File: config.mk
export PLATFORM = sky130hd
export DESIGN_NAME = ltc_clock_select
export DESIGN_NICKNAME = d
export VERILOG_FILES = /design/src/ltc_nco.v /design/src/ltc_clock_select.v
export VERILOG_INCLUDE_DIRS = /design/src /design/src/src
export SDC_FILE = /design/constraint.sdc
export NUM_CORES = 1
export LEC_CHECK = 0
export ABC_AREA = 1
export BUFFER_PORTS_ARGS = -buffer_cell sky130_fd_sc_hd__buf_2
export CORE_MARGIN = 1
export CORE_UTILIZATION = 30
export CTS_CLUSTER_DIAMETER = 120
export CTS_CLUSTER_SIZE = 16
export DETAILED_ROUTE_END_ITERATION = 8
export PLACE_DENSITY = 0.57
export REMOVE_ABC_BUFFERS = 1
export SLEW_MARGIN = 5
export SYNTH_ARGS = -nofsm -noshare
export SYNTH_HDL_FRONTEND = slang
export SYNTH_SLANG_ARGS = --single-unit
File: constraint.sdc
create_clock -name clk_sys -period 4.1 [get_ports clk_sys]
set_clock_uncertainty 0.15 [all_clocks]
set_input_delay 0.41 -clock clk_sys [delete_from_list [all_inputs] [get_ports clk_sys]]
set_output_delay 0.41 -clock clk_sys [all_outputs]
set_load 0.03 [all_outputs]
File: src/ltc_consts.vh
// constants for the line transceiver clock select block
`ifndef LTC_CONSTS_VH
`define LTC_CONSTS_VH

// register indexes on the control ports
`define LTC_IDX_RESET_POWER   4'h0
`define LTC_IDX_LINK_STATUS   4'h1
`define LTC_IDX_ACT_REQ       4'h2
`define LTC_IDX_IRQ_FLAGS     4'h3
`define LTC_IDX_IRQ_ENABLES   4'h4
`define LTC_IDX_BEARER        4'h5
`define LTC_IDX_OPS_WORD      4'h6
`define LTC_IDX_CLOCK_CFG     4'h7

// clock_cfg fields
`define LTC_CFG_FREF_OUT_EN   0
`define LTC_CFG_DCL_FREQ_A    1
`define LTC_CFG_DCL_FREQ_B    2
`define LTC_CFG_TX_BAUD_EN    3

// reset values
`define LTC_RST_NIBBLE        4'h0
`define LTC_RST_OPS_WORD      12'h000
`define LTC_RST_CLOCK_CFG     4'h0

// oscillator model: enable ticks at twice 20.48 MHz from 100 MHz
`define LTC_STEP_NOMINAL      32'h68DB_8BAC
`define LTC_STEP_RANGE        32'h0001_B7CE
`define LTC_TRIM_LT           32'h0000_0001
`define LTC_TRIM_NT           32'h0000_0020

// ticks per period of reference, baud and half periods of clocks
`define LTC_TICKS_REF         13'h1400
`define LTC_TICKS_BAUD        13'h0200
`define LTC_LOCK_WINDOW       13'h0010
`define LTC_LOCK_COUNT        3'h7
`define LTC_HALF_512K         6'h28
`define LTC_HALF_2048K        6'h0A
`define LTC_HALF_2560K        6'h08
`define LTC_HALF_BAUD         9'h100

`endif

File: src/ltc_nco.v
// phase accumulator giving oscillator tick enables
`timescale 1ns/100ps
module ltc_nco (
    input  wire        clk_sys,
    input  wire        rst_n,
    input  wire [31:0] step,
    output reg         tick_q
);
    reg  [31:0] acc_q;
    wire [32:0] sum;

    assign sum = {1'b0, acc_q} + {1'b0, step};

    always @(posedge clk_sys or negedge rst_n) begin
        if (!rst_n) begin
            acc_q  <= 32'h0000_0000;
            tick_q <= 1'b0;
        end else begin
            acc_q  <= sum[31:0];
            tick_q <= sum[32];
        end
    end
endmodule // ltc_nco

File: src/ltc_clock_select.v
// clock sourcing, clock output select and nibble registers
`timescale 1ns/100ps
`include "ltc_consts.vh"

// Overview of operation
// [RULE1] LT: oscillator tracks 8 kHz reference input
// [RULE2] NT: timing taken from recovered line baud
// [RULE3] register NT mode: reference pin outputs data clock
// [RULE4] two config bits choose data clock rate
// [RULE5] serial-bus mode: synced clock unless baud clock
// [RULE6] system drives rate select pin in NT
// [RULE7] NT data clock synced, three rates
// [RULE8] buffered oscillator is not a synced clock
// [RULE9] NT loop holds lock within 32 ppm
// [RULE10] LT loop about 1 Hz, slow trim
// [RULE11] registers govern only in host-register mode; code blocks writes, but held values other than act_reg_q and the reference pin enable still drive outputs
// [RULE12] parallel port reaches every control register
// [RULE13] link status bits: up, error, sync, transparent
// [RULE14] interrupt flags gated by enable nibble
module ltc_clock_select (
    input  wire        clk_sys,
    input  wire        rst_n,
    input  wire        host_mode_select,
    input  wire        nt_mode,
    input  wire        freq_ref_in,
    input  wire        line_baud_tick,
    input  wire        clock_rate_select_pin,
    input  wire        scp_wr,
    input  wire        scp_rd,
    input  wire [3:0]  scp_addr,
    input  wire [11:0] scp_wdata,
    input  wire        pcp_enable,
    input  wire        pcp_wr,
    input  wire        pcp_rd,
    input  wire [3:0]  pcp_addr,
    input  wire [11:0] pcp_wdata,
    input  wire [3:0]  link_state_in,
    input  wire [3:0]  irq_event,
    input  wire        ci_act_req,
    input  wire        ci_deact_req,
    output reg  [11:0] reg_rdata_q,
    output reg         reg_rvalid_q,
    output reg         irq_n_q,
    output reg  [3:0]  reset_power_q,
    output reg  [3:0]  act_ctrl_q,
    output reg  [3:0]  bearer_ctrl_q,
    output reg  [11:0] ops_word_q,
    output reg         freq_ref_out_q,
    output reg         freq_ref_oe_n_q,
    output reg         synced_clock_out_pin_q,
    output reg         data_clock_q,
    output reg         buffered_osc_out_q,
    output reg         pll_locked_q
);
    reg  [3:0]  act_reg_q;
    reg  [3:0]  irq_flags_q;
    reg  [3:0]  irq_en_q;
    reg  [3:0]  clock_cfg_q;
    reg  [31:0] step_q;
    reg  [12:0] phase_q;
    reg  [2:0]  lock_cnt_q;
    reg         ref_dly_q;
    reg  [5:0]  dcl_cnt_q;
    reg  [5:0]  sync_cnt_q;
    reg  [8:0]  baud_cnt_q;
    reg         sync_clk_q;
    reg         baud_clk_q;
    reg  [11:0] rdata_d;
    reg  [5:0]  dcl_half;
    reg  [5:0]  sync_half;

    wire        osc_tick;
    wire        wr;
    wire        rd;
    wire [3:0]  addr;
    wire [11:0] wdata;
    wire        regs_live;
    wire        event_in;
    wire [12:0] period;
    wire [31:0] trim;
    wire        phase_near;
    wire        rd_flags;

    ltc_nco u_nco (
        .clk_sys (clk_sys),
        .rst_n   (rst_n),
        .step    (step_q),
        .tick_q  (osc_tick)
    );

    // parallel port wins a same-cycle clash with the serial port
    assign wr    = (pcp_enable & pcp_wr) | scp_wr; // [RULE12]
    assign rd    = (pcp_enable & pcp_rd) | scp_rd;
    assign addr  = (pcp_enable & (pcp_wr | pcp_rd)) ? pcp_addr : scp_addr;
    assign wdata = (pcp_enable & pcp_wr) ? pcp_wdata : scp_wdata;
    assign regs_live = host_mode_select; // [RULE11]
    assign rd_flags  = rd & (addr == `LTC_IDX_IRQ_FLAGS);

    // phase detector event: line baud in NT, reference edge in LT
    assign event_in = nt_mode ? line_baud_tick // [RULE2]
                              : (freq_ref_in & ~ref_dly_q); // [RULE1]
    assign period = nt_mode ? `LTC_TICKS_BAUD : `LTC_TICKS_REF;
    assign trim   = nt_mode ? `LTC_TRIM_NT : `LTC_TRIM_LT; // [RULE10]
    assign phase_near = (phase_q < `LTC_LOCK_WINDOW) |
                        (phase_q > period - `LTC_LOCK_WINDOW);

    // register writes
    always @(posedge clk_sys or negedge rst_n) begin
        if (!rst_n) begin
            reset_power_q <= `LTC_RST_NIBBLE;
            act_reg_q     <= `LTC_RST_NIBBLE;
            irq_en_q      <= `LTC_RST_NIBBLE;
            bearer_ctrl_q <= `LTC_RST_NIBBLE;
            ops_word_q    <= `LTC_RST_OPS_WORD;
            clock_cfg_q   <= `LTC_RST_CLOCK_CFG;
        end else if (wr && regs_live) begin // [RULE11]
            case (addr)
                `LTC_IDX_RESET_POWER: reset_power_q <= wdata[3:0];
                `LTC_IDX_ACT_REQ:     act_reg_q     <= wdata[3:0];
                `LTC_IDX_IRQ_ENABLES: irq_en_q      <= wdata[3:0];
                `LTC_IDX_BEARER:      bearer_ctrl_q <= wdata[3:0];
                `LTC_IDX_OPS_WORD:    ops_word_q    <= wdata;
                `LTC_IDX_CLOCK_CFG:   clock_cfg_q   <= wdata[3:0];
                default: ;
            endcase
        end
    end

    // sticky flags, clear on read in host-register mode; a new event wins over the clear
    genvar gi;
    generate
        for (gi = 0; gi < 4; gi = gi + 1) begin : g_flag
            always @(posedge clk_sys or negedge rst_n) begin
                if (!rst_n) begin
                    irq_flags_q[gi] <= 1'b0;
                end else if (irq_event[gi]) begin
                    irq_flags_q[gi] <= 1'b1;
                end else if (rd_flags && regs_live) begin
                    irq_flags_q[gi] <= 1'b0;
                end
            end
        end
    endgenerate

    // read mux
    always @* begin
        rdata_d = 12'h000;
        case (addr)
            `LTC_IDX_RESET_POWER: rdata_d[3:0] = reset_power_q;
            `LTC_IDX_LINK_STATUS: rdata_d[3:0] = link_state_in; // [RULE13]
            `LTC_IDX_ACT_REQ:     rdata_d[3:0] = act_reg_q;
            `LTC_IDX_IRQ_FLAGS:   rdata_d[3:0] = irq_flags_q;
            `LTC_IDX_IRQ_ENABLES: rdata_d[3:0] = irq_en_q;
            `LTC_IDX_BEARER:      rdata_d[3:0] = bearer_ctrl_q;
            `LTC_IDX_OPS_WORD:    rdata_d      = ops_word_q;
            `LTC_IDX_CLOCK_CFG:   rdata_d[3:0] = clock_cfg_q;
            default:              rdata_d      = 12'h000;
        endcase
    end

    always @(posedge clk_sys or negedge rst_n) begin
        if (!rst_n) begin
            reg_rdata_q  <= 12'h000;
            reg_rvalid_q <= 1'b0;
            irq_n_q      <= 1'b1;
            act_ctrl_q   <= `LTC_RST_NIBBLE;
        end else begin
            reg_rvalid_q <= rd;
            if (rd) begin
                reg_rdata_q <= rdata_d;
            end
            irq_n_q <= ~|(irq_flags_q & irq_en_q); // [RULE14]
            if (regs_live) begin
                act_ctrl_q <= act_reg_q;
            end else begin
                act_ctrl_q <= {ci_act_req, ci_deact_req, 2'b00}; // [RULE11]
            end
        end
    end

    // bang-bang loop: nudge oscillator step once per event
    always @(posedge clk_sys or negedge rst_n) begin
        if (!rst_n) begin
            step_q     <= `LTC_STEP_NOMINAL;
            phase_q    <= 13'h0000;
            lock_cnt_q <= 3'h0;
            pll_locked_q <= 1'b0;
            ref_dly_q  <= 1'b0;
        end else begin
            ref_dly_q <= freq_ref_in;
            if (osc_tick) begin
                if (phase_q >= period - 13'h0001) begin
                    phase_q <= 13'h0000;
                end else begin
                    phase_q <= phase_q + 13'h0001;
                end
            end
            if (event_in) begin
                // early wrap means fast oscillator; clamp to pull range
                if (phase_q < {1'b0, period[12:1]}) begin
                    if (step_q > `LTC_STEP_NOMINAL - `LTC_STEP_RANGE) begin
                        step_q <= step_q - trim; // [RULE1]
                    end
                end else if (step_q <
                             `LTC_STEP_NOMINAL + `LTC_STEP_RANGE) begin
                    step_q <= step_q + trim; // [RULE9]
                end
                if (!phase_near) begin
                    lock_cnt_q   <= 3'h0;
                    pll_locked_q <= 1'b0;
                end else if (lock_cnt_q == `LTC_LOCK_COUNT) begin
                    pll_locked_q <= 1'b1;
                end else begin
                    lock_cnt_q <= lock_cnt_q + 3'h1;
                end
            end
        end
    end

    // rate select: config bits for data clock, rate pin for synced out
    always @* begin
        if (clock_cfg_q[`LTC_CFG_DCL_FREQ_B]) begin // [RULE4]
            dcl_half = `LTC_HALF_2560K; // [RULE7]
        end else if (clock_cfg_q[`LTC_CFG_DCL_FREQ_A]) begin
            dcl_half = `LTC_HALF_2048K;
        end else begin
            dcl_half = `LTC_HALF_512K;
        end
        if (clock_rate_select_pin) begin // [RULE6]
            sync_half = `LTC_HALF_2048K;
        end else begin
            sync_half = `LTC_HALF_512K;
        end
    end

    // clock dividers driven from the tracked oscillator ticks
    always @(posedge clk_sys or negedge rst_n) begin
        if (!rst_n) begin
            dcl_cnt_q  <= 6'h00;
            sync_cnt_q <= 6'h00;
            baud_cnt_q <= 9'h000;
            data_clock_q <= 1'b0;
            sync_clk_q <= 1'b0;
            baud_clk_q <= 1'b0;
            buffered_osc_out_q <= 1'b0;
        end else if (osc_tick) begin
            // free oscillator view, not phase aligned to the line
            buffered_osc_out_q <= ~buffered_osc_out_q; // [RULE8]
            if (dcl_cnt_q >= dcl_half - 6'h01) begin
                dcl_cnt_q    <= 6'h00;
                data_clock_q <= ~data_clock_q; // [RULE7]
            end else begin
                dcl_cnt_q <= dcl_cnt_q + 6'h01;
            end
            if (sync_cnt_q >= sync_half - 6'h01) begin
                sync_cnt_q <= 6'h00;
                sync_clk_q <= ~sync_clk_q;
            end else begin
                sync_cnt_q <= sync_cnt_q + 6'h01;
            end
            if (baud_cnt_q == `LTC_HALF_BAUD - 9'h001) begin
                baud_cnt_q <= 9'h000;
                baud_clk_q <= ~baud_clk_q;
            end else begin
                baud_cnt_q <= baud_cnt_q + 9'h001;
            end
        end
    end

    // pin drive; reference pin stays an input unless enabled in NT
    always @(posedge clk_sys or negedge rst_n) begin
        if (!rst_n) begin
            freq_ref_out_q  <= 1'b0;
            freq_ref_oe_n_q <= 1'b1;
            synced_clock_out_pin_q <= 1'b0;
        end else begin
            freq_ref_out_q  <= data_clock_q; // [RULE3]
            freq_ref_oe_n_q <= ~(host_mode_select & nt_mode &
                                 clock_cfg_q[`LTC_CFG_FREF_OUT_EN]); // [RULE3]
            if (clock_cfg_q[`LTC_CFG_TX_BAUD_EN]) begin
                synced_clock_out_pin_q <= baud_clk_q;
            end else begin
                synced_clock_out_pin_q <= sync_clk_q; // [RULE5]
            end
        end
    end
endmodule // ltc_clock_select

==> results of run 1 <==
[registers in the layout, indices dropped and copies added, names as in the netlist, 6 cells and up]
| name | cells |
|---|---|
| baud_cnt_q | 9 |
| dcl_cnt_q | 6 |
| ops_word_q | 12 |
| phase_q | 13 |
| reg_rdata_q | 12 |
| step_q | 32 |
| sync_cnt_q | 6 |
| u_nco.acc_q | 32 |
[logic make-up (layout without fill, tap and decap cells)]
family,Yosys count,after routing
adders and majority gates,79,79
muxes,4,4
AOI/OAI and AO/OA,290,290
DFF,165,165
xor gates and xnor gates,57,57
buffers and inverters,198,321
and+or+nand+nor,636,636
[timing repair]
item | 4_1_cts | 5_1_grt
hold buffers | 2 | 0
endpoints found under the hold margin | 82 | 0
buffers inserted | 0 | 0
resized for setup | 0 | 0
[per-stage QoR]
stage	area (um2)	worst slack, ns	hold slack (ns)
2_1_floorplan	10830	0.8193	-0.03559
3_3_place_gp	11980	0.2851	0.2912
3_5_place_dp	11980	0.2695	0.2970
4_1_cts	12560	0.4168	0.008812
5_1_grt	12560	0.03998	0.003047
6_report	12560	0.3752	0.02511
[synthesized netlist by cell type (all sizes together) (7+ instances only)]
library cell | number | area, um2
nand2 | 353 | 1408
inv | 179 | 671.9
dfrtp | 146 | 3654
nor2 | 134 | 528.0
o21ai | 117 | 596.8
a21oi | 97 | 496.7
ha | 78 | 975.9
nand3 | 73 | 392.9
nor3 | 34 | 170.2
xor2 | 33 | 289.0
xnor2 | 24 | 210.2
dfstp | 19 | 499.2
nor4 | 16 | 106.4
nand4 | 12 | 75.07
o21a | 12 | 90.09
o21bai | 12 | 112.6
buf | 10 | 48.79
o22ai | 9 | 56.30
a31oi | 7 | 43.79
clkbuf | 7 | 26.28
[path summary, 6_finish.rpt]
| check | from | cells past startpoint | endpoint |
|---|---|---|---|
| max in group asynchronous | rst_n | 3 | step_q[20]$_DFFE_PN1P_ |
| setup reg to reg | phase_q[9]$_DFFE_PN0P_ | 15 | step_q[25]$_DFFE_PN0P_ |
| hold / removal | irq_event[1] | 2 | irq_flags_q[1]$_DFFE_PN0P_ |
| setup / recovery | phase_q[9]$_DFFE_PN0P_ | 15 | step_q[25]$_DFFE_PN0P_ |
| min in group asynchronous | rst_n | 2 | reset_power_q[0]$_DFFE_PN0P_ |
| hold reg to reg | irq_flags_q[2]$_DFFE_PN0P_ | 1 | irq_n_q$_DFF_PN1_ |
[critical path, stage by stage, from the launching register on]
cell	delay, ns
dfrtp_1	0.45
ha_1	0.22
inv_1	0.09
nand2_4	0.06
a21oi_4	0.21
nand2_1	0.17
inv_1	0.53
ha_1	0.40
a21oi_1	0.22
o21ai_0	0.18
a21oi_1	0.26
nor2_1	0.08
a211oi_1	0.30
nand3_1	0.12
nand3_1	0.09
nand2_1	0.06
[layout make-up]
class	count	area, um2
fill	3766	23100
multi-input combinational	1066	6002
sequential	165	4153
inverter	181	679.4
timing repair buffer	108	591.8
tap	461	576.8
clock buffer	21	450.4
clock inverter	11	106.4
[routing by layer]
metal  wire length, um  GRT usage  part of all wire  up-vias
met5                 0          0                 0        -
met4               433    0.04210             0.015        0
met3              1232    0.02873             0.043       24
met2             12860     0.2565              0.45      226
met1             13980     0.2169              0.49     4535
li1                  -          -                 -     4994
==> results_dict.tcl, run 1 <==
set metrics [dict create \
    boundaryPins 98 \
    synth_simple_gate_area_frac 0.2546 \
    final_nets 1672 \
    hpwl_um 22370 \
    fin_util 0.3522 \
    critPathArrivalTime_ns 3.90 \
    synthAdderAreaFrac 0.09129 \
    htree_num_levels 4 \
    synth_edf_count 0 \
    start_kind "register" \
    syn_area_per_cell_um2 7.634 \
    ys.flop_type "dfrtp_1" \
    maxSlewViolCount 0 \
    drtAntennaViolNets 0 \
    cp_max_fo 19 \
    status "complete, but fails checks" \
    min_period_ns 3.725 \
    synthXorXnorAreaFrac 0.04576 \
    finalCritPeriodShare 0.9085 \
    drive_above_1_share 0.1385 \
    syn_area_um2 10910 \
    stdcell_count 2013 \
    fp.dieW_um 192.7 \
    muxShareOfSynthArea 0.004129 \
    rsz0062_at_grt "false" \
    synthCells 1429 \
    drc_errors 2 \
    hold_class "in -> reg" \
    relSlewSlack 0.4384 \
    cts_sinks 165 \
    ys_async_sr_fraction 1.000 \
    core.rowCount 69 \
    drt_iter0_drc 670 \
    gp_congestion 0.8989 \
    mostFrequentLayoutCells "nand2_1, inv_1, dfrtp_1" \
    worst_slew_pin_slew_ns 0.8424 \
    max_freq_mhz 268.5 \
    area_growth_pct 15.13 \
    dieArea_um2 37130 \
    maxCapViolCount 0 \
    track_usage 0.1590 \
    wl_um 28510 \
    clock_latency_ns 0.44 \
    grt_overflow 0 \
    n_antenna_cell 0 \
    die_y_um 192.7 \
    antenna_found_initial 0 \
    grt_pass1_wl_um 46910 \
    wire_per_inst_um 14.16 \
    start_util 0.3060 \
    vias 9779 \
    finalSetupViolCount 0 \
    rrSetupSlack_ns 0.38 \
    vias_per_cell 4.858 \
    cts_root_buf "clkbuf_16" \
    dp_cells 1979 \
    core-area_um2 35660 \
    cts_tree "yes" \
    finalHoldViolCount 0 \
    mostFrequentLayoutCell "nand2_1" \
    synth-compound-area-share 0.1544 \
    cts_buffers 17 \
    synth_cell_types 54 \
    end_kind "register" \
    synth_seq_cells 165 \
    critPathKind "reg -> reg" \
    synth_top_family_by_area "simple AND/OR/NAND/NOR gates" \
    worstPathRequired_ns 4.27 \
    clk_pin_slew_ns 0.07 \
    seq_area_frac_synth 0.3807 \
    portBuffers 97 \
    final.setup.tns_ns 0 \
    yosysWarnings 0 \
    cts_buffer_depth 2 \
    dr.pass1.iters 7 \
    grt_max_degree 89 \
    failed_checks "design-rule violations" \
    grt_pass1_vias 9400 \
]
Power of run 1 is left out: the tool's default activity adds up to more than one toggle a clock period on the data nets, which glitch-free logic cannot reach.
==> run 2, diff against run 1 <==
- clock period: 4.1 -> 4 ns (I/O delays scaled with it)
==> run 2 against run 1 <==
Effect of this change: the run still ends with design-rule violations left; worst setup slack gained 0.11 ns; first-iteration DRC count shrank 19%; routed wire length is essentially flat; via count grew 0.45%.
==> results_dict.tcl, run 2 (synthesized netlist as in run 1, its figures left out) <==
set metrics [dict create \
    core.rowCount 69 \
    wl_um 28480 \
    nFillCells 3768 \
    clock_latency_ns 0.45 \
    n_antenna_cell 0 \
    critPathArrivalTime_ns 3.75 \
    grt_pass1_vias 9443 \
    relSlewSlack 0.3506 \
    min_period_ns 3.513 \
    mostFrequentLayoutCell "nand2_1" \
    wire_per_inst_um 14.12 \
    final_nets 1676 \
    vias_per_cell 4.870 \
    dieArea_um2 37130 \
    drive_above_1_share 0.1407 \
    drtAntennaViolNets 0 \
    largest_registers "step_q: 32 flops, u_nco.acc_q: 32 flops, phase_q: 13 flops" \
    crit_path_start "phase_q[9]$_DFFE_PN0P_" \
    r2r_end "step_q[30]$_DFFE_PN1P_" \
    maxSlewViolCount 0 \
    portBuffers 97 \
    start_util 0.3060 \
    cts_sinks 165 \
    mostFrequentLayoutCells "nand2_1, inv_1, dfrtp_1" \
    start_kind "register" \
    vias 9823 \
    cts_root_buf "clkbuf_16" \
    drc_errors 2 \
    r2r_start "phase_q[9]$_DFFE_PN0P_" \
    fp.dieW_um 192.7 \
    cts_tree "yes" \
    rrSetupSlack_ns 0.49 \
    holdPathEnd "act_ctrl_q[3]$_DFF_PN0_" \
    finalHoldViolCount 0 \
    final.setup.tns_ns 0 \
    die_y_um 192.7 \
    critPathKind "reg -> reg" \
    track_usage 0.1599 \
    drt_iter0_drc 543 \
    hpwl_um 22470 \
    gp_congestion 0.9016 \
    worstPathRequired_ns 4.24 \
    rr_worst_depth 17 \
    rsz0062_at_grt "false" \
    failed_checks "design-rule violations" \
    grt_overflow 0 \
    antenna_found_initial 0 \
    boundaryPins 98 \
    max_freq_mhz 284.6 \
    cts_buffer_depth 2 \
    finalSetupViolCount 0 \
    worstHoldStart "ci_act_req" \
    finalCritPeriodShare 0.8783 \
    hold_class "in -> reg" \
    cp_max_fo 19 \
    status "complete, but fails checks" \
    end_kind "register" \
    clk_pin_slew_ns 0.07 \
    worst_slew_pin_slew_ns 0.9705 \
    cts_buffers 17 \
    area_growth_pct 15.72 \
    maxCapViolCount 0 \
    grt_pass1_wl_um 47250 \
    dr.pass1.iters 8 \
    core-area_um2 35660 \
    holdPathStages 3 \
    htree_num_levels 4 \
    grt_max_degree 102 \
]
==> run 2: worst max path at each step <==
stage                                   endpoint  cells after the start  slack [ns]
after floorplan           step_q[30]$_DFFE_PN1P_                     14        0.73
after global placement    step_q[28]$_DFFE_PN0P_                     16        0.27
after detailed placement  step_q[30]$_DFFE_PN1P_                     17        0.27
after CTS                 step_q[30]$_DFFE_PN1P_                     16        0.40
after global routing      step_q[30]$_DFFE_PN1P_                     17         0.1
final                     step_q[30]$_DFFE_PN1P_                     17        0.49
==> run 2: routing by layer <==
metal  GRT usage  share of wire  vias to the layer above
met1      0.2175           0.49                     4617
met2      0.2586           0.46                      196
met4     0.04543          0.015                        0
met5           0              0                        -
met3     0.02710          0.038                       26
li1            -              -                     4984
==> run 2: what timing repair did <==
action / in CTS / in global routing
hold buffers: 6 / 0
setup endpoints to repair: 0 / 2
endpoints found under the hold margin: 96 / 0
resized for setup: 0 / 1
setup buffers: 0 / 1
==> run 2: stage by stage <==
step           hold WS [ns]  cells  cell area (um2)  setup WS [ns]    util
6_report            0.02019   2017            12620         0.4867  0.3541
2_1_floorplan      -0.04559   1412            10830         0.7293       -
4_1_cts            0.005859   2016            12600         0.3996  0.3534
5_1_grt             0.01928   2017            12620        0.09666  0.3541
3_5_place_dp         0.2877   1978            11980         0.2691  0.3359
3_3_place_gp         0.2990   1978            11980         0.2729  0.3359
==> run 2: critical path, stage by stage (launching register included) <==
cell	delay, ns
dfrtp_1	0.45
ha_1	0.30
inv_1	0.03
nor2_1	0.15
nand3_2	0.18
nand2_1	0.19
clkinvlp_4	0.12
buf_12	0.16
ha_1	0.34
a21oi_1	0.22
o21a_1	0.17
a21boi_0	0.35
nor2_1	0.08
a211oi_1	0.24
nand2_1	0.09
nand2_1	0.06
nand3_1	0.06
nand2_1	0.09
==> run 2: area by class of cell <==
cell class | instances | area, um2 | share of cell area
multi-input cells | 1066 | 6002 | 0.4754
clock buffers | 17 | 425.4 | 0.03370
inverters | 181 | 683.2 | 0.05411
clock inverters | 15 | 140.1 | 0.01110
repair buffers | 112 | 644.4 | 0.05104
well taps | 461 | 576.8 | 0.04569
flip-flops and latches | 165 | 4153 | 0.3289
Power of run 2 is left out for the same reason.
==> run 3, diff against run 2 <==
- CORE_UTILIZATION: 30 -> 60
- PLACE_DENSITY: 0.57 -> 0.91
==> run 3 against run 2 <==
Effect of this change: the flow now finishes without violations; critical path depth is the same; hold slack worse by 0.016 ns; maximum frequency decreased by 5.6%; count of clock-buffer cells in the layout up 1; final cell count decreased by 12%.
==> results_dict.tcl, run 3 (synthesized netlist as in run 1, its figures left out) <==
set metrics [dict create \
    n_antenna_cell 0 \
    portBuffers 97 \
    holdPathStages 2 \
    cts_tree "yes" \
    mostFrequentLayoutCell "nand2_1" \
    r2r_end "step_q[31]$_DFFE_PN0P_" \
    grt_pass1_vias 10110 \
    drc_errors 0 \
    dieArea_um2 18730 \
    rr_worst_depth 17 \
    cts_root_buf "clkbuf_16" \
    largest_registers "step_q: 32 flops, u_nco.acc_q: 32 flops, phase_q: 13 flops" \
    final_nets 1673 \
    relSlewSlack 0.4853 \
    fp.dieW_um 136.8 \
    grt_pass1_wl_um 48040 \
    critPathKind "reg -> reg" \
    cts_buffers 17 \
    max_freq_mhz 268.6 \
    min_period_ns 3.723 \
    wire_per_inst_um 16.53 \
    cts_sinks 165 \
    start_kind "register" \
    maxSlewViolCount 0 \
    wl_met1_um 12340 \
    status "finished, final reports clean" \
    wl_met2_um 13900 \
    grt_overflow 0 \
    nFillCells 1275 \
    wl_um 29370 \
    hold_class "in -> reg" \
    track_usage 0.3296 \
    drive_above_1_share 0.1398 \
    drtAntennaViolNets 0 \
    r2r_start "phase_q[9]$_DFFE_PN0P_" \
    setup.worst_path.end "step_q[31]$_DFFE_PN0P_" \
    clk_pin_slew_ns 0.07 \
    finalCritPeriodShare 0.9308 \
    cts_buffer_depth 2 \
    boundaryPins 98 \
    crit_path_start "phase_q[9]$_DFFE_PN0P_" \
    start_util 0.6221 \
    gp_congestion 1.032 \
    area_growth_pct 13.24 \
    end_kind "register" \
    rrSetupSlack_ns 0.28 \
    antenna_found_initial 0 \
    vias_per_cell 5.926 \
    maxCapViolCount 0 \
    dr_wl_met3_um 2352 \
    core-area_um2 17540 \
    grt_max_degree 84 \
    htree_num_levels 4 \
    mostFrequentLayoutCells "nand2_1, inv_1, dfrtp_1" \
    core.rowCount 48 \
    vias 10530 \
    cp_max_fo 19 \
    final.setup.tns_ns 0 \
    clock_latency_ns 0.44 \
    finalHoldViolCount 0 \
    rsz0062_at_grt "false" \
    die_y_um 136.8 \
    worstPathRequired_ns 4.22 \
    finalSetupViolCount 0 \
    drt_iter0_drc 1035 \
    dr.pass1.iters 6 \
    hpwl_um 21700 \
    highest_layer "met4" \
    worst_slew_pin_slew_ns 0.7720 \
    critPathArrivalTime_ns 3.94 \
]
-- run 3: area by class of cell --
class | count | area, um2 | area share
Tap cell | 225 | 281.5 | 0.02279
Clock buffer | 18 | 429.2 | 0.03474
Clock inverter | 13 | 190.2 | 0.01540
Inverter | 181 | 683.2 | 0.05530
Timing Repair Buffer | 109 | 614.3 | 0.04973
Multi-Input combinational cell | 1066 | 6002 | 0.4859
Sequential cell | 165 | 4153 | 0.3362
-- run 3: how the worst min path moves through the flow --
stage / endpoint / startpoint
floorplan: act_ctrl_q[0]$_DFF_PN0_ / rst_n
global placement: freq_ref_out_q$_DFF_PN0_ / data_clock_q$_DFFE_PN0P_
detailed placement: freq_ref_out_q$_DFF_PN0_ / data_clock_q$_DFFE_PN0P_
CTS: irq_flags_q[3]$_DFFE_PN0P_ / irq_event[3]
global route: irq_flags_q[3]$_DFFE_PN0P_ / irq_event[3]
finish: irq_flags_q[3]$_DFFE_PN0P_ / irq_event[3]
-- run 3: timing repair --
action | in CTS | in global routing
gates resized for setup | 0 | 1
endpoints found under the setup margin | 0 | 5
hold buffers | 2 | 1
buffers inserted | 0 | 1
hold endpoints to repair | 76 | 1
-- run 3: per-layer routing --
layer,GRT usage,vias up
met1,0.4297,4968
met5,0,-
li1,-,4975
met3,0.06926,79
met2,0.5448,509
met4,0.1117,0
-- run 3: stage by stage --
stage	instance area [um2]	worst slack [ns]	util	std cells	hold slack (ns)
6_report	12350	0.2767	0.7044	1777	0.004529
5_1_grt	12350	0.07106	0.7044	1777	0.01871
4_1_cts	12320	0.2452	0.7025	1775	0.002375
3_5_place_dp	11680	0.2227	0.6660	1742	0.2571
3_3_place_gp	11680	0.2056	0.6660	1742	0.2518
2_1_floorplan	10830	0.7293	-	1412	-0.04559
-- run 3: critical path: stages, from the launching register on --
cell	delay (ns)
dfrtp_1	0.46
ha_1	0.31
inv_1	0.03
nor2_1	0.18
nand3_2	0.20
nand2_1	0.25
clkinvlp_4	0.15
buf_12	0.17
ha_1	0.33
a21oi_1	0.23
o21ai_0	0.16
a21oi_1	0.27
nor2_1	0.08
a211oi_1	0.30
nand2_1	0.12
nand2_1	0.07
nand3_1	0.08
nand2_1	0.10
Power of run 3 is left out for the same reason.
